### src/logic/bdmd_pkg.sv
// Shared constants for the banked data memory decoder.
package bdmd_pkg;
   localparam int DW        = 8;   // Data width of every memory location.
   localparam int DM_AW     = 8;   // Full data memory address: bank bit plus file address.
   localparam int FILE_AW   = 7;   // File address carried by an instruction.
   localparam int SLOT_AW   = 5;   // Special function slot index within a bank.
   localparam int SFR_SLOTS = 32;
   localparam int SFR_STORE = 64;  // Both banks of special function slots.
   localparam int GPR_DEPTH = 64;
   localparam int GPR_AW    = 6;

   localparam logic [FILE_AW-1:0] GPR_FIRST  = 7'h20;
   localparam logic [FILE_AW-1:0] GPR_LAST   = 7'h5F;
   localparam logic [FILE_AW-1:0] SFR_LIMIT  = 7'h20;
   localparam logic [FILE_AW-1:0] IND_OFFSET = 7'h00;

   // Register indices; the APB byte address is four times the index.
   localparam logic [DM_AW-1:0] IDX_INDIRECT_PORT   = 8'h00;
   localparam logic [DM_AW-1:0] IDX_INDIRECT_PORT_1 = 8'h80;
   localparam logic [DM_AW-1:0] IDX_CORE_FLAGS_WORD = 8'h03;
   localparam logic [DM_AW-1:0] IDX_FILE_SEL_PTR    = 8'h04;
   localparam int               APB_IDX_LSB         = 2;

   // Fields of the core flags word.
   localparam int FLAGS_BANK_SELECT   = 5;
   localparam int FLAGS_UPPER_BANK    = 6;
   localparam int FLAGS_INDIRECT_BANK = 7;

   localparam logic [DW-1:0] FLAGS_RESET = 8'h18;
   localparam logic [DW-1:0] SFR_RESET   = 8'h00;
   localparam logic [DW-1:0] READ_ZERO   = 8'h00;

   // Implemented special function slots per bank, and slots mirrored into both banks.
   localparam logic [SFR_SLOTS-1:0] SFR_IMPL_BANK0 = 32'hC201_DCBE;
   localparam logic [SFR_SLOTS-1:0] SFR_IMPL_BANK1 = 32'hFE63_5CBE;
   localparam logic [SFR_SLOTS-1:0] SFR_SHARED     = 32'h0000_0C1C;
endpackage

### src/logic/bdmd_gpr_ram.sv
// General purpose static RAM shared by both banks.
`timescale 1ns/1ps
module bdmd_gpr_ram #(
   parameter int DEPTH = bdmd_pkg::GPR_DEPTH,
   parameter int AW    = bdmd_pkg::GPR_AW
) (
   input  wire logic                  pclk,   // Core clock.
   input  wire logic                  we,     // Write strobe.
   input  wire logic [AW-1:0]         addr,   // Entry index.
   input  wire logic [bdmd_pkg::DW-1:0] wdata, // Write data.
   output logic      [bdmd_pkg::DW-1:0] rdata  // Read data, combinational.
);
   import bdmd_pkg::*;

   // Plain static RAM: contents survive reset and are undefined at power-up.
   logic [DW-1:0] mem [0:DEPTH-1];

   always_ff @(posedge pclk) begin
      if (we) begin
         mem[addr] <= wdata;
      end
   end

   assign rdata = mem[addr];
endmodule

### src/logic/bdmd_sfr_store.sv
// Special function register slots of both banks, with mirrored and absent slots.
`timescale 1ns/1ps
module bdmd_sfr_store (
   input  wire logic                       pclk,     // Core clock.
   input  wire logic                       presetn,  // Asynchronous reset, active low.
   input  wire logic                       we,       // Write strobe for a slot access.
   input  wire logic                       bank,     // Bank of the slot.
   input  wire logic [bdmd_pkg::SLOT_AW-1:0] slot,   // Slot within the bank.
   input  wire logic [bdmd_pkg::DW-1:0]    wdata,    // Write data.
   output logic      [bdmd_pkg::DW-1:0]    rdata,    // Read data, zero for absent slots.
   output logic                            present,  // Slot is implemented.
   output logic      [bdmd_pkg::DW-1:0]    flags,    // Core flags word.
   output logic      [bdmd_pkg::DW-1:0]    fsp       // File select pointer.
);
   import bdmd_pkg::*;

   logic [DW-1:0]        mem_q [0:SFR_STORE-1];
   logic [SLOT_AW:0]     index;
   logic [SFR_SLOTS-1:0] impl_mask;

   // Mirrored slots always land in the bank 0 copy so both banks see one value.
   assign index     = {bank & ~SFR_SHARED[slot], slot};
   assign impl_mask = bank ? SFR_IMPL_BANK1 : SFR_IMPL_BANK0;
   assign present   = impl_mask[slot];
   assign rdata     = present ? mem_q[index] : READ_ZERO;
   assign flags     = mem_q[IDX_CORE_FLAGS_WORD[SLOT_AW:0]];
   assign fsp       = mem_q[IDX_FILE_SEL_PTR[SLOT_AW:0]];

   genvar g;
   generate
      for (g = 0; g < SFR_STORE; g++) begin : g_slot
         localparam logic [DW-1:0] RST =
            (g == int'(IDX_CORE_FLAGS_WORD)) ? FLAGS_RESET : SFR_RESET;
         always_ff @(posedge pclk or negedge presetn) begin
            if (!presetn) begin
               mem_q[g] <= RST;
            end else if (we && present && index == g) begin
               mem_q[g] <= wdata;
            end
         end
      end
   endgenerate
endmodule

### src/logic/bdmd_decoder.sv
// Banked data memory decoder: core file port plus APB register access.
`timescale 1ns/1ps

module bdmd_decoder #(
   parameter int APB_AW = 12
) (
   input  wire logic                            pclk,        // Core clock, 40 MHz.
   input  wire logic                            presetn,     // Asynchronous reset, active low.
   input  wire logic [bdmd_pkg::FILE_AW-1:0]    core_addr,   // File address from instruction.
   input  wire logic                            core_rd,     // Core read strobe.
   input  wire logic                            core_wr,     // Core write strobe.
   input  wire logic [bdmd_pkg::DW-1:0]         core_wdata,  // Core write data.
   output logic      [bdmd_pkg::DW-1:0]         core_rdata,  // Core read data, registered.
   output logic                                 bank_select, // Current bank select bit.
   output logic      [bdmd_pkg::DW-1:0]         file_sel_ptr, // Current file select pointer.
   input  wire logic                            psel,        // APB select.
   input  wire logic                            penable,     // APB enable.
   input  wire logic                            pwrite,      // APB direction.
   input  wire logic [APB_AW-1:0]               paddr,       // APB byte address.
   input  wire logic [31:0]                     pwdata,      // APB write data.
   output logic      [31:0]                     prdata,      // APB read data, registered.
   output logic                                 pready,      // APB ready.
   output logic                                 pslverr      // APB error for unmapped word.
);
   import bdmd_pkg::*;

   logic [DW-1:0]      flags;
   logic [DW-1:0]      fsp;
   logic [DM_AW-1:0]   dir_addr;
   logic [DM_AW-1:0]   apb_index;
   logic               apb_mapped;
   logic               core_sel;
   logic               apb_access;
   logic               apb_go;
   logic               acc_wr;
   logic [DW-1:0]      acc_wdata;
   logic [DM_AW-1:0]   req_addr;
   logic               req_indirect;
   logic [DM_AW-1:0]   eff_addr;
   logic               eff_indirect;
   logic               sfr_region;
   logic               gpr_region;
   logic [GPR_AW-1:0]  gpr_index;
   logic [DW-1:0]      gpr_rdata;
   logic [DW-1:0]      sfr_rdata;
   logic               sfr_present;
   logic [DW-1:0]      acc_rdata;
   logic               sfr_we;
   logic               gpr_we;
   logic [DW-1:0]      core_rdata_q;
   logic [DW-1:0]      core_rdata_d;
   logic [DW-1:0]      prdata_q;
   logic [DW-1:0]      prdata_d;
   logic               ack_q;
   logic               ack_d;
   logic               err_q;
   logic               err_d;

   // Direct access address formed from the live bank select bit.
   assign bank_select  = flags[FLAGS_BANK_SELECT];
   assign dir_addr     = {bank_select, core_addr};
   assign file_sel_ptr = fsp;

   // APB word index is the full data memory address, so both banks are visible.
   assign apb_index  = paddr[APB_IDX_LSB +: DM_AW];
   assign apb_mapped = (paddr >> (APB_IDX_LSB + DM_AW)) == '0;
   assign apb_access = psel & penable;

   // The core never stalls, so it owns the memory whenever it strobes.
   assign core_sel  = core_rd | core_wr;
   assign apb_go    = apb_access & ~ack_q & ~core_sel;
   assign acc_wr    = core_sel ? core_wr : (apb_go & pwrite & apb_mapped);
   assign acc_wdata = core_sel ? core_wdata : pwdata[DW-1:0];
   assign req_addr  = core_sel ? dir_addr : apb_index;

   // Indirect port in either bank carries no storage and redirects to the pointer.
   assign req_indirect = req_addr[FILE_AW-1:0] == IND_OFFSET;
   assign eff_addr     = req_indirect ? fsp : req_addr;
   // A pointer aimed at the indirect port itself reaches nothing.
   assign eff_indirect = eff_addr[FILE_AW-1:0] == IND_OFFSET;

   // Region decode on the offset within a bank.
   assign sfr_region = (eff_addr[FILE_AW-1:0] < SFR_LIMIT) & ~eff_indirect;
   assign gpr_region = (eff_addr[FILE_AW-1:0] >= GPR_FIRST) &
                       (eff_addr[FILE_AW-1:0] <= GPR_LAST);
   // The bank bit is dropped, so both banks land on the same entry.
   assign gpr_index  = GPR_AW'(eff_addr[FILE_AW-1:0] - GPR_FIRST);

   // Stores happen only where storage exists; anything else is dropped quietly.
   assign sfr_we = acc_wr & sfr_region;
   assign gpr_we = acc_wr & gpr_region;

   bdmd_sfr_store u_sfr (
      .pclk    (pclk),
      .presetn (presetn),
      .we      (sfr_we),
      .bank    (eff_addr[DM_AW-1]),
      .slot    (eff_addr[SLOT_AW-1:0]),
      .wdata   (acc_wdata),
      .rdata   (sfr_rdata),
      .present (sfr_present),
      .flags   (flags),
      .fsp     (fsp)
   );

   bdmd_gpr_ram #(
      .DEPTH (GPR_DEPTH),
      .AW    (GPR_AW)
   ) u_gpr (
      .pclk  (pclk),
      .we    (gpr_we),
      .addr  (gpr_index),
      .wdata (acc_wdata),
      .rdata (gpr_rdata)
   );

   // Read mux: everything outside the two stores returns zero.
   assign acc_rdata = (sfr_region & sfr_present) ? sfr_rdata :
                      gpr_region                  ? gpr_rdata : READ_ZERO;

   // Core read data is captured at the strobe edge and held until the next read.
   assign core_rdata_d = core_rd ? acc_rdata : core_rdata_q;

   // APB acts once in its first free access cycle and answers on the next one.
   assign ack_d    = apb_access & ~ack_q & ~core_sel;
   assign err_d    = apb_go ? ~apb_mapped : err_q;
   assign prdata_d = (apb_go & ~pwrite) ? (apb_mapped ? acc_rdata : READ_ZERO) : prdata_q;

   always_ff @(posedge pclk or negedge presetn) begin
      if (!presetn) begin
         core_rdata_q <= READ_ZERO;
         prdata_q     <= READ_ZERO;
         ack_q        <= 1'b0;
         err_q        <= 1'b0;
      end else begin
         core_rdata_q <= core_rdata_d;
         prdata_q     <= prdata_d;
         ack_q        <= ack_d;
         err_q        <= err_d;
      end
   end

   // Reserved flag bits are stored as written; keeping them zero is software's duty.
   assign core_rdata = core_rdata_q;
   assign prdata     = {{(32-DW){1'b0}}, prdata_q};
   assign pready     = ack_q;
   assign pslverr    = ack_q & err_q;
endmodule

### config.mk
export PLATFORM = sky130hd
export DESIGN_NAME = bdmd_decoder
export DESIGN_NICKNAME = d
export VERILOG_FILES = /design/src/logic/bdmd_pkg.sv /design/src/logic/bdmd_gpr_ram.sv /design/src/logic/bdmd_sfr_store.sv /design/src/logic/bdmd_decoder.sv
export SDC_FILE = /design/constraint.sdc
export NUM_CORES = 1
export LEC_CHECK = 0
export ABC_AREA = 0
export BUFFER_PORTS_ARGS = -buffer_cell sky130_fd_sc_hd__buf_2
export CAP_MARGIN = 20
export CORE_UTILIZATION = 40
export CTS_CLUSTER_DIAMETER = 150
export DETAILED_ROUTE_END_ITERATION = 10
export GPL_ROUTABILITY_DRIVEN = 0
export PLACE_DENSITY = 0.64
export SETUP_SLACK_MARGIN = 0.5
export SLEW_MARGIN = 15
export SYNTH_ARGS = -nofsm -noshare
export SYNTH_HDL_FRONTEND = slang
export SYNTH_SLANG_ARGS = --single-unit
### constraint.sdc
create_clock -name pclk -period 9.3 [get_ports pclk]
set_input_delay 0.465 -clock pclk [delete_from_list [all_inputs] [get_ports pclk]]
set_output_delay 0.465 -clock pclk [all_outputs]
set_load 0.01 [all_outputs]
==> results_dict.tcl, run 1 <==
set metrics [dict create \
    ys_warn_count 0 \
    grt_max_degree 182 \
    fin_area_mm2 0.0475 \
    cp_max_fo 54 \
    wl_per_cell_um 23.4 \
    run_status "finished, final reports clean" \
    htreeDepth 3 \
    synthCells 3991 \
    synthMuxAreaShare_pct 2.41 \
    slew_violations 0 \
    via_per_inst 5.70 \
    hold_path.class "in2reg" \
    grt_pass1_wl_mm 182 \
    ff2ff_setup_slack_ns 4.20 \
    synth_compound_area_share_pct 10.6 \
    rsz0062_at_grt "no" \
    antenna_cells 0 \
    fp.dieH_um 331 \
    fin_setup_tns_ns 0 \
    die_area_mm2 0.110 \
    cts_hold_buf 1 \
    hpwl_mm 70.2 \
    first_pass_iters 6 \
    powerDensity_mw_per_mm2 212 \
    start_util_pct 40.5 \
    antenna_found_initial 2 \
    cts_num_sinks 1042 \
    core_area_mm2 0.107 \
    setup_violations 0 \
    ys_ff_latch 1042 \
    synth-edff-count 512 \
    first_global_vias 28473 \
    critPathKind "in2reg" \
    async_reset_ff_share_pct 50.9 \
    cp_cell_sequence "buf_2 > or2_0 > a311o_2 > buf_4 > nand2_4 > buf_4 > a211oi_1 > a31oi_1 > a2111oi_0 > a22oi_1 > and4_1 > a41oi_1 > o21ai_0" \
    r2r-start "u_sfr.fsp[0]" \
    min_period_ns 5.24 \
    portBuffers 66 \
    cts_setup_buffers 0 \
    synth_top_family_by_area "simple AND/OR/NAND/NOR gates" \
    numCtsBuffers 107 \
    nets 3760 \
    maxCapViolCount 0 \
    cp.required_ns 9.84 \
    r2r-end "prdata_q[2]" \
    cp_data_arrival_time_ns 5.77 \
    insertion_delay_ns 0.70 \
    dp.cells 4985 \
    cts_tree "yes" \
    ir_drop_uv 186 \
    seq_area_frac_synth_pct 66.0 \
    cp-endpoint "prdata_q[2]" \
    die_w_um 331 \
    synth_fa_ha_area_share_pct 0 \
    area_growth_pct 9.52 \
    placed_cell_area_mm2 0.0441 \
    maxSlewHeadroom_pct 25.2 \
    synth_simple_gate_area_share_pct 15.4 \
    crit_path_frequent_cell "buf_4" \
    syn_avg_cell_area_um2 10.9 \
    synth_area_mm2 0.0434 \
    fmax_mhz 191 \
    critPathLaunchType "input pin" \
    drt_iter0_markers 3284 \
    hold_violations 0 \
    clk_path_buf_depth 3 \
    layout-drive-gt1-share_pct 10.1 \
    synth_cell_types 66 \
    synth_ff_type "dfrtp_1" \
    critPathSlowestCell "a2111oi_0" \
    grt_overflow 0 \
    ff2ff_path_depth 10 \
    final_cells 5187 \
    num_rows 120 \
    root_buffer "clkbuf_16" \
    grt.total_usage_pct 21.8 \
    drcViolationCount 0 \
    leakagePower_uw 0.0187 \
    cp_slowest_stage_delay_ns 0.99 \
    fin_crit_sh_pct 56.3 \
    post_cts_resized 0 \
    num_vias 29548 \
    critical_path.startpoint "core_rd" \
    num_io_pins 117 \
    end_kind "register" \
    cts.clk_slew.worst_paths_ns 0.06 \
    fin_worst_skew_ns 0.0497 \
    synthXorXnorAreaFrac_pct 0.0202 \
    ant_nets 0 \
    finalWirelength_mm 121 \
    tightest_slew_ns 1.10 \
]
worst min path at each step:
stage,from,endpoint,cells past startpoint
2_1_floorplan,presetn,core_rdata[0],0
3_3_place_gp,u_sfr.mem_q[99],u_sfr.mem_q[99],0
3_5_place_dp,u_sfr.mem_q[67],u_sfr.mem_q[67],0
4_1_cts,penable,pready,3
5_1_grt,penable,pready,3
6_report,penable,pready,3
area by class of cell:
type | count | area, um2
fill | 9813 | 59700
multi-input combinational | 2383 | 12600
clock buffer | 158 | 3050
clock inverter | 41 | 310
timing repair buffer | 145 | 1050
inverter | 15 | 56.3
tap | 1403 | 1760
sequential | 1042 | 28600
power by group:
group / internal, uW / switching [uW]
clock: 2330 / 1800
combinational: 241 / 738
sequential: 4940 / 38.2
total: 7510 / 2580
layout by cell type, fill, tap and decap left out, drive strengths merged, types with 5 or more instances in the layout:
cell	netlist	layout
nand2	951	951
dfrtp	528	528
edfxtp	512	512
o21ai	265	265
nand3	217	217
clkbuf	443	158
buf	131	144
nor2	116	116
a31oi	105	105
a21oi	103	103
and3	102	102
a211oi	101	101
mux2i	73	73
nand4	71	71
nor3	32	32
o22ai	30	30
clkinv	0	28
a32oi	27	27
mux2	26	26
conb	1	24
a221oi	21	21
inv	15	19
a22oi	14	14
a2111oi	12	12
a311oi	10	10
and4	8	8
nor4	8	8
clkinvlp	0	7
o211ai	6	6
o21a	5	5
sequential cells by signal, indices dropped and copies added, names as in the netlist:
register and flops:
u_sfr.flags 8, err_q 1, u_sfr.fsp 8, core_rdata 8
u_sfr.mem_q 496, pready 1, u_gpr.mem 512, prdata_q 8
cell usage after synthesis, types with 3 or more instances:
cell | number | area share (%)
a221oi_1 | 21 | 0.42
a211oi_1 | 101 | 1.7
or3_1 | 4 | 0.058
mux2_2 | 26 | 0.68
and2_1 | 3 | 0.043
nand3_1 | 217 | 2.5
o21ai_0 | 261 | 3.0
o21ai_1 | 4 | 0.046
o211ai_1 | 6 | 0.10
a311oi_1 | 10 | 0.20
a41oi_1 | 4 | 0.081
and4_1 | 8 | 0.16
buf_4 | 36 | 0.62
a32o_1 | 4 | 0.092
nand4_2 | 10 | 0.29
buf_1 | 55 | 0.48
o41ai_1 | 3 | 0.061
o22ai_1 | 30 | 0.43
a22oi_1 | 14 | 0.24
nor4_1 | 6 | 0.087
a31oi_1 | 105 | 1.5
nor3_1 | 29 | 0.33
edfxtp_1 | 512 | 35
a41o_1 | 3 | 0.069
nor2_1 | 115 | 1.0
a21oi_1 | 103 | 1.2
dfrtp_1 | 528 | 30
o21a_1 | 5 | 0.087
nand4_1 | 61 | 0.88
a311o_1 | 4 | 0.092
clkbuf_1 | 443 | 3.8
a2111oi_0 | 11 | 0.22
inv_1 | 15 | 0.13
buf_2 | 38 | 0.44
nor2b_1 | 3 | 0.043
mux2i_1 | 73 | 1.7
and3_1 | 102 | 1.5
nand2_1 | 951 | 8.2
o221ai_1 | 4 | 0.081
a32oi_1 | 27 | 0.55
a21o_1 | 3 | 0.052
per-stage QoR:
step	setup WS (ns)	total power [uW]	utilization (%)	hold WS (ns)
2_1_floorplan	5.61	5610	-	0.169
4_1_cts	4.25	10100	44.3	0.0312
3_3_place_gp	3.55	6020	41.1	0.357
3_5_place_dp	3.53	6030	41.1	0.358
6_report	4.06	10100	44.3	0.0658
5_1_grt	3.93	10400	44.3	0.0811
routing by layer:
| layer | global-route usage [%] | part of all wire, % | vias up |
|---|---|---|---|
| li1 | - | - | 13323 |
| met1 | 30.3 | 42 | 14655 |
| met2 | 33.6 | 46 | 1313 |
| met3 | 3.89 | 7.8 | 257 |
| met4 | 9.23 | 4.1 | 0 |
| met5 | 0 | 0 | - |
cells by family (layout without fill, tap and decap cells):
group,after synthesis,in the layout
AOI/OAI and AO/OA,736,736
xor gates and xnor gates,1,1
buffers and inverters,589,359
DFF,1042,1042
muxes,100,100
other,1,24
and+or+nand+nor,1522,1522
critical path: cells and delay by family:
kind	cells	cell delay (ns)
compound gates	7	2.46
buf+inv	3	1.37
simple gates	3	1.42
Power figures use the tool's default switching activity.
==> inputs of run 2 (changes only) <==
--- a/config.mk
+++ b/config.mk
@@ -5,7 +5,7 @@
 export SDC_FILE = /design/constraint.sdc
 export NUM_CORES = 1
 export LEC_CHECK = 0
-export ABC_AREA = 0
+export ABC_AREA = 1
 export BUFFER_PORTS_ARGS = -buffer_cell sky130_fd_sc_hd__buf_2
 export CAP_MARGIN = 20
 export CORE_UTILIZATION = 40
==> constraint.sdc (replaced) <==
create_clock -name pclk -period 5 [get_ports pclk]
set_input_delay 0.25 -clock pclk [delete_from_list [all_inputs] [get_ports pclk]]
set_output_delay 0.25 -clock pclk [all_outputs]
set_load 0.01 [all_outputs]
==> run 2 against run 1 <==
Net effect: total power rose by 91%; critical path depth rose by 7; register-to-register slack got worse by 2.6 ns; setup slack got worse by 3.3 ns; utilization rose by 0.099 points; sequential power rose by 86%; cell count rose by 32%; highest routed layer is now met5; die area rose by 7.7%; clock skew fell by 0.023 ns.
==> results_dict.tcl, run 2 <==
set metrics [dict create \
    run_status "finished, final reports clean" \
    post_cts_resized 0 \
    crit_path_frequent_cell "nand2_1" \
    largest_register_ffs 512 \
    layout-drive-gt1-share_pct 8.09 \
    internal_power_uw 14200 \
    dp.cells 6629 \
    rsz0062_at_grt "no" \
    report.power.total_uw 19300 \
    cts_tree "yes" \
    root_buffer "clkbuf_16" \
    htreeDepth 3 \
    drcViolationCount 0 \
    hp-start "penable" \
    via_per_inst 4.85 \
    synthTopCellsByArea "edfxtp_1, dfrtp_1, nand2_1" \
    first_global_vias 31438 \
    fmax_mhz 237 \
    synth_ff_type "dfrtp_1" \
    die_area_mm2 0.118 \
    grt_max_degree 168 \
    final_common_cell "nand2_1" \
    area_growth_pct 10.3 \
    dpl_worst_slack_ns 0.534 \
    hold_path.class "in2reg" \
    maxCapViolCount 0 \
    most-common-layout-cells "nand2_1, nor2_1, dfrtp_1" \
    cts_num_sinks 1042 \
    cp_top_family "simple AND/OR/NAND/NOR gates" \
    fin_setup_tns_ns 0 \
    synth.top_cell.area_share_pct 32.9 \
    cp.required_ns 5.62 \
    crit_buf_inv 4 \
    critPathSlowestCell "dlygate4sd3_1" \
    r2r-start "u_sfr.fsp[0]" \
    cp_slowest_stage_delay_ns 0.54 \
    num_vias 33157 \
    grt.total_usage_pct 21.1 \
    portBuffers 66 \
    synth_commonest_cells "nand2_1, nor2_1, dfrtp_1, inv_1, edfxtp_1" \
    die_w_um 344 \
    finalWirelength_mm 125 \
    critical_path.startpoint "core_rd" \
    antenna_found_initial 3 \
    top_regs "u_gpr.mem: 512 flops, u_sfr.mem_q: 496 flops" \
    placed_cell_area_mm2 0.0479 \
    setup_ws_ns 0.783 \
    cp_max_fo 140 \
    first_pass_iters 5 \
    powerDensity_mw_per_mm2 374 \
    slew_violations 0 \
    drt_iter0_markers 3347 \
    yosys.area.top_type "edfxtp_1" \
    min_period_ns 4.22 \
    fin_crit_sh_pct 84.3 \
    start_util_pct 40.3 \
    critPathKind "in2reg" \
    cp_data_arrival_time_ns 4.83 \
    maxSlewHeadroom_pct 24.2 \
    synth_area_mm2 0.0467 \
    tightest_slew_ns 1.14 \
    clockPowerShare_pct 41.4 \
    fp.dieH_um 344 \
    grt_overflow 0 \
    synthCells 5451 \
    fin_area_mm2 0.0515 \
    core_area_mm2 0.116 \
    numCtsBuffers 105 \
    ys_warn_count 0 \
    regMostFlops "u_gpr.mem" \
    p_seq_share_pct 48.0 \
    wl_per_cell_um 18.2 \
    hpwl_mm 74.1 \
    cts.clk_slew.worst_paths_ns 0.06 \
    end_kind "register" \
    num_rows 125 \
    ys_ff_latch 1042 \
    synth_cell_types 36 \
    synth_most_common_cell "nand2_1" \
    ir_drop_uv 325 \
    ant_nets 0 \
    setup_violations 0 \
    cp_cell_sequence "dlygate4sd3_1 > buf_2 > nor2_4 > buf_12 > o21ai_1 > nand2_1 > nor2_2 > nand3_4 > nand2_4 > buf_12 > nor2_1 > o21ai_0 > nand2_1 > nand2_1 > nand2_1 > o21ai_0 > nand3_1 > nand2_1 > nand2_1 > nand2_1" \
    grt_pass1_wl_mm 189 \
    leakagePower_uw 0.0244 \
    nets 5287 \
    async_reset_ff_share_pct 50.9 \
    critPathLaunchType "input pin" \
    pwr-share-comb_pct 10.7 \
    fin_worst_skew_ns 0.0265 \
    num_io_pins 117 \
    p_sw_uw 5040 \
    seq_area_frac_synth_pct 61.3 \
    hold_violations 0 \
    clk_path_buf_depth 3 \
    syn_avg_cell_area_um2 8.57 \
    synth-edff-count 512 \
    final_cells 6839 \
    switching_share_pct 26.2 \
    insertion_delay_ns 0.69 \
]
-- run 2: path summary, 6_finish.rpt --
path	slack, ns	cells past startpoint	to
max	0.78	20	prdata_q[2]
min	0.10	6	err_q
max reg2reg	1.64	13	u_sfr.mem_q[245]
min reg2reg	0.37	0	u_sfr.mem_q[171]
max in group asynchronous	3.35	3	core_rdata[7]
min in group asynchronous	0.17	2	u_sfr.mem_q[496]
-- run 2: timing repair --
action / 4_1_cts / 5_1_grt
hold buffers: 6 / 0
endpoints found under the hold margin: 79 / 0
endpoints found under the setup margin: 0 / 142
setup buffers: 0 / 3
-- run 2: final cells by class --
cell class              count  area, um2
diodes                      3       7.51
clock buffers             137       2940
clock inverters            61        547
fillers                 11035      64500
inverters                 529       1990
multi-input cells        3349      13900
flip-flops and latches   1042      28600
well taps                1524       1910
repair buffers            194       1550
-- run 2: metal layers --
| layer | GRT usage, % | wire length (um) | vias up |
|---|---|---|---|
| li1 | - | - | 16188 |
| met1 | 28.6 | 53600 | 15597 |
| met2 | 32.5 | 55300 | 1163 |
| met3 | 5.44 | 11400 | 207 |
| met4 | 8.12 | 4430 | 2 |
| met5 | 0 | 7 | - |
-- run 2: cells by family after synthesis --
kind of cell,Yosys count,synth area share [%]
and+or+nand+nor,2830,24.1
buffers and inverters,1083,9.22
AOI/OAI and AO/OA,495,5.36
other,1,0.00803
DFF,1042,61.3
-- run 2: worst register-to-register path, stage by stage, from the launching register on --
cell and delay [ns]:
dfrtp_1 0.58, inv_1 0.11, nand3_1 0.23, nand2_8 0.11, nand2_4 0.34, inv_4 0.21, nand2_2 0.17, nand3b_4 0.15
nor2_2 0.39, inv_1 0.12, nor2_2 0.18, nand2_1 0.38, nand2_1 0.16, o21ai_0 0.10
-- run 2: through the flow --
stage | hold slack, ns | util [%]
global placement | 0.292 | 41.3
CTS | 0.0851 | 44.4
finish | 0.104 | 44.4
floorplan | -0.0456 | -
global route | 0.123 | 44.4
detailed placement | 0.282 | 41.3
-- run 2: power groups by stage --
| stage | Clock [uW] | Combinational [uW] | Sequential [uW] |
|---|---|---|---|
| after floorplan | 0 | 1220 | 9390 |
| after global placement | 0 | 2010 | 9400 |
| after detailed placement | 0 | 2030 | 9410 |
| after CTS | 8090 | 2040 | 9240 |
| after global routing | 8410 | 2280 | 9250 |
| final | 7970 | 2050 | 9240 |
